<file path="config.mk">
export PLATFORM = sky130hd
export DESIGN_NAME = mosc_ctrl
export DESIGN_NICKNAME = d
export VERILOG_FILES = /design/src/mosc_pkg.sv /design/src/mosc_edge.sv /design/src/mosc_ctrl.sv
export SDC_FILE = /design/constraint.sdc
export NUM_CORES = 1
export LEC_CHECK = 0
export BUFFER_PORTS_ARGS = -buffer_cell sky130_fd_sc_hd__buf_4
export CORE_MARGIN = 5
export CORE_UTILIZATION = 50
export DETAILED_ROUTE_END_ITERATION = 7
export GPL_ROUTABILITY_DRIVEN = 0
export HOLD_SLACK_MARGIN = 0.02
export PLACE_DENSITY = 0.72
export SLEW_MARGIN = 0
export SYNTH_ARGS = -nofsm -noshare
export SYNTH_HDL_FRONTEND = slang
export SYNTH_HIERARCHICAL = 1
export SYNTH_SLANG_ARGS = --single-unit
</file>
<file path="constraint.sdc">
create_clock -name ref_clk -period 2.35 [get_ports ref_clk]
set_clock_uncertainty 0.1 [all_clocks]
set_input_delay 0.1175 -clock ref_clk [delete_from_list [all_inputs] [get_ports ref_clk]]
set_output_delay 0.1175 -clock ref_clk [all_outputs]
set_load 0.01 [all_outputs]
</file>
<file path="src/mosc_pkg.sv">
/*
  Shared constants and carrier types for the main oscillator startup
  timer and main clock frequency meter.
  Assumes one 100 MHz reference clock; every other clock is sampled.
*/
// Operation
// - oscillator off, slow clock selected after reset
// - provide slow, main and pll clocks
// - disabling oscillator clears stable flag immediately
// - enable write clears stable, starts divided countdown
// - startup count field is eight bits wide
// - countdown reaching zero sets stable flag
// - masked stable flag raises interrupt request
// - meter counts main cycles after slow rise
// - sixteenth slow fall stops meter, sets ready
// - frozen main cycle count readable as result
// - control and status sit in power controller
package mosc_pkg;

  // ----------------------------------------------------------------
  // widths and counts
  // ----------------------------------------------------------------
  localparam int MOSC_COUNT_W = 8; // startup count field width
  localparam int MOSC_FREQ_W = 16; // measured frequency field width
  localparam int MOSC_DIV_W = 3; // prescaler width for slow / 8
  localparam logic [2:0] MOSC_SLOW_DIV_LAST = 3'h7; // 8 slow rises a tick
  localparam logic [4:0] MOSC_MEAS_LAST = 5'h0f; // 16th slow fall
  localparam int MOSC_MAX_STARTUP_MS = 62; // longest startup, ms

  // ----------------------------------------------------------------
  // reset values
  // ----------------------------------------------------------------
  localparam logic [7:0] MOSC_COUNT_RST = 8'h00;
  localparam logic [15:0] MOSC_FREQ_RST = 16'h0000;

  // ----------------------------------------------------------------
  // state encodings (gray along the usual path)
  // ----------------------------------------------------------------
  typedef enum logic [1:0] {
    MOSC_OFF = 2'b00,
    MOSC_STARTUP = 2'b01,
    MOSC_STABLE = 2'b11
  } mosc_osc_state_e;

  typedef enum logic [1:0] {
    MOSC_M_WAIT = 2'b00,
    MOSC_M_COUNT = 2'b01,
    MOSC_M_DONE = 2'b11
  } mosc_meas_state_e;

  // ----------------------------------------------------------------
  // carriers
  // ----------------------------------------------------------------
  // one write to the oscillator control register
  typedef struct packed {
    logic enable;
    logic [7:0] count;
  } mosc_ctrl_wr_s;

  // status word as software reads it
  typedef struct packed {
    logic stable;
    logic freq_ready;
    logic [15:0] freq_count;
  } mosc_status_s;

endpackage

</file>
<file path="src/mosc_edge.sv">
/*
  Two-flop synchroniser with rise and fall detection for a sampled
  clock input.
  Assumes the input toggles slower than half the reference clock.
*/
`timescale 1ns/100ps
module mosc_edge
(
  input wire logic ref_clk,
  input wire logic reset,
  input wire logic async_in,
  output logic level,
  output logic rise,
  output logic fall
);

  logic meta; // first stage, read only by the second
  logic sync; // second stage
  logic last; // previous synced value for edge detection

  // ----------------------------------------------------------------
  // synchroniser chain
  // ----------------------------------------------------------------
  // sampled clocks are foreign to ref_clk, so resync first
  always_ff @(posedge ref_clk)
  begin
    if (reset)
    begin
      meta <= 1'b0;
      sync <= 1'b0;
      last <= 1'b0;
    end
    else
    begin
      meta <= async_in;
      sync <= meta;
      last <= sync;
    end
  end

  assign level = sync;
  assign rise = sync & ~last;
  assign fall = ~sync & last;

endmodule

</file>
<file path="src/mosc_ctrl.sv">
/*
  Main oscillator control: enable, startup countdown on slow clock / 8,
  stable flag with maskable interrupt, and main clock frequency meter
  from a slow clock rise to the 16th slow clock fall.
  Assumes slow_clock, main_clock and pll_clock arrive as plain levels
  and that main_clock runs below half of ref_clk; the power controller
  register file drives ctrl_wr and reads status.
*/
`timescale 1ns/100ps
module mosc_ctrl
#(
  parameter int FREQ_W = mosc_pkg::MOSC_FREQ_W
)
(
  input wire logic ref_clk,
  input wire logic reset,
  input wire logic slow_clock, // always-on rc clock, sampled
  input wire logic main_clock, // main oscillator output, sampled
  input wire logic pll_clock, // pll output, sampled
  input wire logic ctrl_wr, // one-cycle write strobe
  input wire mosc_pkg::mosc_ctrl_wr_s ctrl_wr_data, // write payload
  input wire logic irq_mask, // stable flag interrupt mask bit
  input wire logic main_clock_request, // software asks for main clock
  output logic main_osc_enable, // drives analog oscillator enable
  output mosc_pkg::mosc_status_s status, // status word
  output logic osc_irq, // interrupt request, active high
  output logic clk_sel_main, // 1 = main clock selected
  output logic slow_clock_out, // resynced slow clock
  output logic main_clock_out, // resynced main clock, gated
  output logic pll_clock_out // resynced pll clock
);

  // ----------------------------------------------------------------
  // declarations
  // ----------------------------------------------------------------
  logic slow_lvl; // synced slow clock level
  logic slow_rise; // slow clock rising edge
  logic slow_fall; // slow clock falling edge
  logic main_lvl; // synced main clock level
  logic main_rise; // main clock rising edge
  logic pll_lvl; // synced pll clock level
  mosc_pkg::mosc_osc_state_e osc_state; // oscillator state
  mosc_pkg::mosc_meas_state_e meas_state; // meter state
  logic [7:0] startup_cnt; // startup down-counter
  logic [2:0] prescale; // slow / 8 prescaler
  logic div_tick; // one tick every 8 slow rises
  logic [4:0] fall_cnt; // slow falls seen while measuring
  logic [FREQ_W-1:0] freq_cnt; // main cycles counted
  logic stable; // oscillator stable flag
  logic freq_ready; // measurement done flag
  logic wr_on; // write enabling the oscillator
  logic wr_off; // write disabling the oscillator

  assign wr_on = ctrl_wr & ctrl_wr_data.enable;
  assign wr_off = ctrl_wr & ~ctrl_wr_data.enable;

  // ----------------------------------------------------------------
  // clock input synchronisers
  // ----------------------------------------------------------------
  mosc_edge u_slow
  (
    .ref_clk(ref_clk),
    .reset(reset),
    .async_in(slow_clock),
    .level(slow_lvl),
    .rise(slow_rise),
    .fall(slow_fall)
  );

  mosc_edge u_main
  (
    .ref_clk(ref_clk),
    .reset(reset),
    .async_in(main_clock),
    .level(main_lvl),
    .rise(main_rise),
    .fall()
  );

  mosc_edge u_pll
  (
    .ref_clk(ref_clk),
    .reset(reset),
    .async_in(pll_clock),
    .level(pll_lvl),
    .rise(),
    .fall()
  );

  // ----------------------------------------------------------------
  // clock outputs and selection
  // ----------------------------------------------------------------
  // main clock is forwarded only once stable so no runt cycles escape
  always_ff @(posedge ref_clk)
  begin
    if (reset)
    begin
      slow_clock_out <= 1'b0;
      main_clock_out <= 1'b0;
      pll_clock_out <= 1'b0;
      clk_sel_main <= 1'b0;
    end
    else
    begin
      slow_clock_out <= slow_lvl;
      main_clock_out <= main_lvl & stable;
      pll_clock_out <= pll_lvl;
      clk_sel_main <= main_clock_request & stable & ~wr_off;
    end
  end

  // ----------------------------------------------------------------
  // slow clock / 8 prescaler
  // ----------------------------------------------------------------
  // restarts on each enabling write so the first tick is a full 8
  always_ff @(posedge ref_clk)
  begin
    if (reset || wr_on || osc_state != mosc_pkg::MOSC_STARTUP)
    begin
      prescale <= 3'h0;
    end
    else if (slow_rise)
    begin
      prescale <= prescale + 3'h1;
    end
  end

  assign div_tick = slow_rise && (prescale == mosc_pkg::MOSC_SLOW_DIV_LAST);

  // ----------------------------------------------------------------
  // oscillator enable and startup countdown
  // ----------------------------------------------------------------
  always_ff @(posedge ref_clk)
  begin
    if (reset)
    begin
      osc_state <= mosc_pkg::MOSC_OFF;
      main_osc_enable <= 1'b0;
      startup_cnt <= mosc_pkg::MOSC_COUNT_RST;
      stable <= 1'b0;
    end
    else if (wr_off)
    begin
      // disabling always wins: oscillator down, flag cleared now
      osc_state <= mosc_pkg::MOSC_OFF;
      main_osc_enable <= 1'b0;
      stable <= 1'b0;
    end
    else if (wr_on)
    begin
      // a fresh enable restarts timing even if already stable
      osc_state <= mosc_pkg::MOSC_STARTUP;
      main_osc_enable <= 1'b1;
      startup_cnt <= ctrl_wr_data.count;
      stable <= 1'b0;
    end
    else
    begin
      unique case (osc_state)
        mosc_pkg::MOSC_OFF:
        begin
          stable <= 1'b0;
        end
        mosc_pkg::MOSC_STARTUP:
        begin
          // a zero count is stable on the very next cycle
          if (startup_cnt == 8'h00)
          begin
            osc_state <= mosc_pkg::MOSC_STABLE;
            stable <= 1'b1;
          end
          else if (div_tick)
          begin
            startup_cnt <= startup_cnt - 8'h01;
          end
        end
        mosc_pkg::MOSC_STABLE:
        begin
          stable <= 1'b1;
        end
        default:
        begin
          osc_state <= mosc_pkg::MOSC_OFF;
          stable <= 1'b0;
        end
      endcase
    end
  end

  // ----------------------------------------------------------------
  // interrupt request
  // ----------------------------------------------------------------
  // registered so the request never glitches on mask writes
  always_ff @(posedge ref_clk)
  begin
    if (reset)
    begin
      osc_irq <= 1'b0;
    end
    else
    begin
      osc_irq <= stable & irq_mask;
    end
  end

  // ----------------------------------------------------------------
  // main clock frequency meter
  // ----------------------------------------------------------------
  // limitation: main edges are sampled, so main_clock must stay below
  // half of ref_clk for the count to be exact
  always_ff @(posedge ref_clk)
  begin
    if (reset || !stable || ctrl_wr)
    begin
      meas_state <= mosc_pkg::MOSC_M_WAIT;
      fall_cnt <= 5'h00;
      freq_cnt <= '0;
      freq_ready <= 1'b0;
    end
    else
    begin
      unique case (meas_state)
        mosc_pkg::MOSC_M_WAIT:
        begin
          if (slow_rise)
          begin
            meas_state <= mosc_pkg::MOSC_M_COUNT;
          end
        end
        mosc_pkg::MOSC_M_COUNT:
        begin
          if (main_rise && freq_cnt != '1)
          begin
            freq_cnt <= freq_cnt + FREQ_W'(1);
          end
          if (slow_fall)
          begin
            if (fall_cnt == mosc_pkg::MOSC_MEAS_LAST)
            begin
              meas_state <= mosc_pkg::MOSC_M_DONE;
              freq_ready <= 1'b1;
            end
            else
            begin
              fall_cnt <= fall_cnt + 5'h01;
            end
          end
        end
        mosc_pkg::MOSC_M_DONE:
        begin
          freq_ready <= 1'b1; // count frozen
        end
        default:
        begin
          meas_state <= mosc_pkg::MOSC_M_WAIT;
        end
      endcase
    end
  end

  // ----------------------------------------------------------------
  // status word towards the power controller register file
  // ----------------------------------------------------------------
  assign status.stable = stable;
  assign status.freq_ready = freq_ready;
  assign status.freq_count = 16'(freq_cnt);
endmodule

</file>
==> summary.md <==
| Metric | Value |
|---|---|
| Net Switching | `355 uW` |
| Startpoint Class | `flip-flop` |
| P&R area growth vs syn | `23.1%` |
| Root Buffer | `clkbuf_8` |
| Via-to-Cell Ratio | `5.44` |
| Core area | `4690 um^2` |
| Die H | `79.2 um` |
| Vias in the first global route | `1862` |
| Die width | `79.2 um` |
| Hold WS | `38.9 ps` |
| Status | `complete, no violations` |
| Mapped Cells | `254` |
| Antenna viol nets, final | `0` |
| Flop pwr share | `0.584` |
| IO Port Bufs | `40` |
| WL met3 | `184 um` |
| First-pass GRT wire length | `8.20 mm` |
| Crit Reg-Reg Endpoint | `startup_cnt[1]$_SDFFE_PP0P_` |
| Synth warnings | `6` |
| Post-layout nets | `333` |
| PwrDens | `532 nW/um^2` |
| Comb power frac | `0.089` |
| Drt first pass iters | `4` |
| Min Tclk post-route | `1960 ps` |
| DR vias | `1969` |
| Peak VDD IR | `0.000325 V` |
| Post-Route Setup TNS | `0 ps` |
| Slew HR | `0.452` |
| ANT cells | `0` |
| Max layer used | `met4` |
| WL per Instance | `12.8 um` |
| RSZ-0062 raised after global routing | `no` |
| Slew Limit Fails | `0` |
| Hold path endpoint | `startup_cnt[3]$_SDFFE_PP0P_` |
| FILL cells | `408` |
| Number of cells on the worst reg-to-reg path | `5` |
| Largest net degree at the start of global routing | `26` |
| Sw frac | `0.226` |
| Final instance area | `2950 um^2` |
| Die area | `6270 um^2` |
| Hold_buf cts | `12` |
| Crit Path Category | `flip-flop to flip-flop` |
| Initial core utilization | `0.510` |
| Crit Reg-Reg Startpoint | `osc_state[0]$_SDFFE_PP0P_` |
| Layout cell share with drive strength beyond 1 | `0.214` |
| DR iter-0 viols | `76` |
| Residual DRC count | `0` |
| Crit Path Max Fanout | `7` |
| Clock Latency Late Sink | `290 ps` |
| Period utilization | `0.833` |
| Grt total ovfl | `0` |
| # resized after CTS | `0` |
| Row count | `25` |
| Post-Place Cell Area | `2740 um^2` |
| Worst Setup End Kind | `flip-flop` |
| Pre-CTS setup slack | `436 ps` |
| Worst Hold Launch | `ctrl_wr_data[3]` |
| Dpl hpwl | `3.21 mm` |
| Routed met2 length | `2.03 mm` |
| Fin worst setup slack | `392 ps` |
| Mapped Area | `2390 um^2` |
| Clk sinks | `52` |
| R2r setup slk | `390 ps` |
| Final wirelength | `4.64 mm` |
| H-tree levels | `2` |
| Worst Path Arrival | `2080 ps` |
| Cell depth of the worst hold path | `3` |
| Worst-Margin Slew | `820 ps` |
| Max-cap violations | `0` |
| CTS tree | `done` |
| Post-CTS setup buffer count | `0` |
| Fin util | `0.628` |
| Internal power | `1210 uW` |
| WL met1 | `2.34 mm` |
| Synthesized net count | `280` |
| Critical path required time | `2470 ps` |
| Final setup viols | `0` |
| Buffer depth of the longest clock path | `2` |
| Avg Inst Size Synth | `9.42 um^2` |
| Clk pwr share | `0.327` |
| Reg clk slew, reported paths | `90 ps` |
| GRT Total Usage | `0.160` |
| Initial antenna violation count | `0` |
| Cts bufs inserted | `5` |
| I/O pins | `41` |
| Worst hold path type | `primary input to flip-flop` |
| Hold Vio Cnt, Final | `0` |
| Fmax | `0.511 GHz` |
| Total leakage power | `0.00112 uW` |
==> metal layers <==
layer	up-vias	global-route usage
met5	-	0
met4	0	0.0619
met3	5	0.0329
met2	30	0.254
met1	896	0.214
li1	1038	-
==> area by class of cell <==
type	instances	area, um^2	area share
multi-input cells	184	1270	0.431
flip-flops and latches	52	1040	0.353
repair buffers	55	443	0.150
clock buffers	8	90.1	0.0306
well taps	54	67.6	0.0229
inverters	9	33.8	0.0115
==> per-stage QoR <==
step                      cells  power (uW)
after floorplan             254        1010
after detailed placement    342        1060
after global placement      342        1060
final                       362        1570
after CTS                   362        1590
after global routing        362        1640
==> critical path: stages (launching register included) <==
cell and delay, ps:
dfxtp_1 380, ha_1 250, nand4b_1 240, a21oi_2 340, mux2_1 370, a211oi_2 210
==> power groups by stage <==
| stage | registers (uW) | clock network [uW] | logic (uW) |
|---|---|---|---|
| 2_1_floorplan | 934 | 0 | 77.7 |
| 3_3_place_gp | 936 | 0 | 121 |
| 3_5_place_dp | 936 | 0 | 122 |
| 4_1_cts | 916 | 536 | 138 |
| 5_1_grt | 919 | 565 | 155 |
| 6_report | 916 | 513 | 139 |
==> worst max-delay path by stage <==
stage	from	end	slack, ps	cells past startpoint
2_1_floorplan	u_slow/level$_SDFF_PP0_	startup_cnt[1]$_SDFFE_PP0P_	450	5
3_3_place_gp	fall_cnt[0]$_SDFFE_PP0P_	fall_cnt[3]$_SDFFE_PP0P_	480	8
3_5_place_dp	fall_cnt[0]$_SDFFE_PP0P_	fall_cnt[3]$_SDFFE_PP0P_	440	8
4_1_cts	osc_state[0]$_SDFFE_PP0P_	startup_cnt[1]$_SDFFE_PP0P_	410	5
5_1_grt	osc_state[1]$_SDFFE_PP0P_	startup_cnt[1]$_SDFFE_PP0P_	260	6
6_report	osc_state[0]$_SDFFE_PP0P_	startup_cnt[1]$_SDFFE_PP0P_	390	5
==> state kept, by name, summed over array words and instances, names as in the netlist <==
signal / cells
freq_cnt: 16
u_slow/level: 1
stable: 1
slow_clock_out: 1
pll_clock_out: 1
prescale: 3
main_osc_enable: 1
meas_state: 2
freq_ready: 1
u_main/last: 1
osc_state: 2
osc_irq: 1
u_pll/level: 1
fall_cnt: 5
u_slow/last: 1
main_clock_out: 1
startup_cnt: 8
u_main/level: 1
clk_sel_main: 1
u_pll/meta: 1
u_slow/meta: 1
u_main/meta: 1
==> layout by cell type, fill, tap and decap left out, types with 3 or more instances in the layout <==
| cell | n |
|---|---|
| a211oi_1 | 5 |
| a21oi_1 | 20 |
| and2_1 | 4 |
| and3_1 | 3 |
| and4_1 | 3 |
| buf_4 | 43 |
| clkbuf_8 | 6 |
| dfxtp_1 | 52 |
| dlygate4sd3_1 | 12 |
| ha_1 | 9 |
| inv_1 | 9 |
| mux2i_1 | 5 |
| nand2_1 | 12 |
| nand3_1 | 6 |
| nand4_1 | 5 |
| nor2_1 | 23 |
| nor2b_1 | 15 |
| nor3_1 | 3 |
| nor4_1 | 3 |
| o21ai_0 | 4 |
| o21ai_1 | 6 |
| o31ai_1 | 6 |
| or3_1 | 7 |
| or4_1 | 5 |
| xnor2_1 | 3 |
| xor2_1 | 4 |
(Power assumes the default switching activity.)
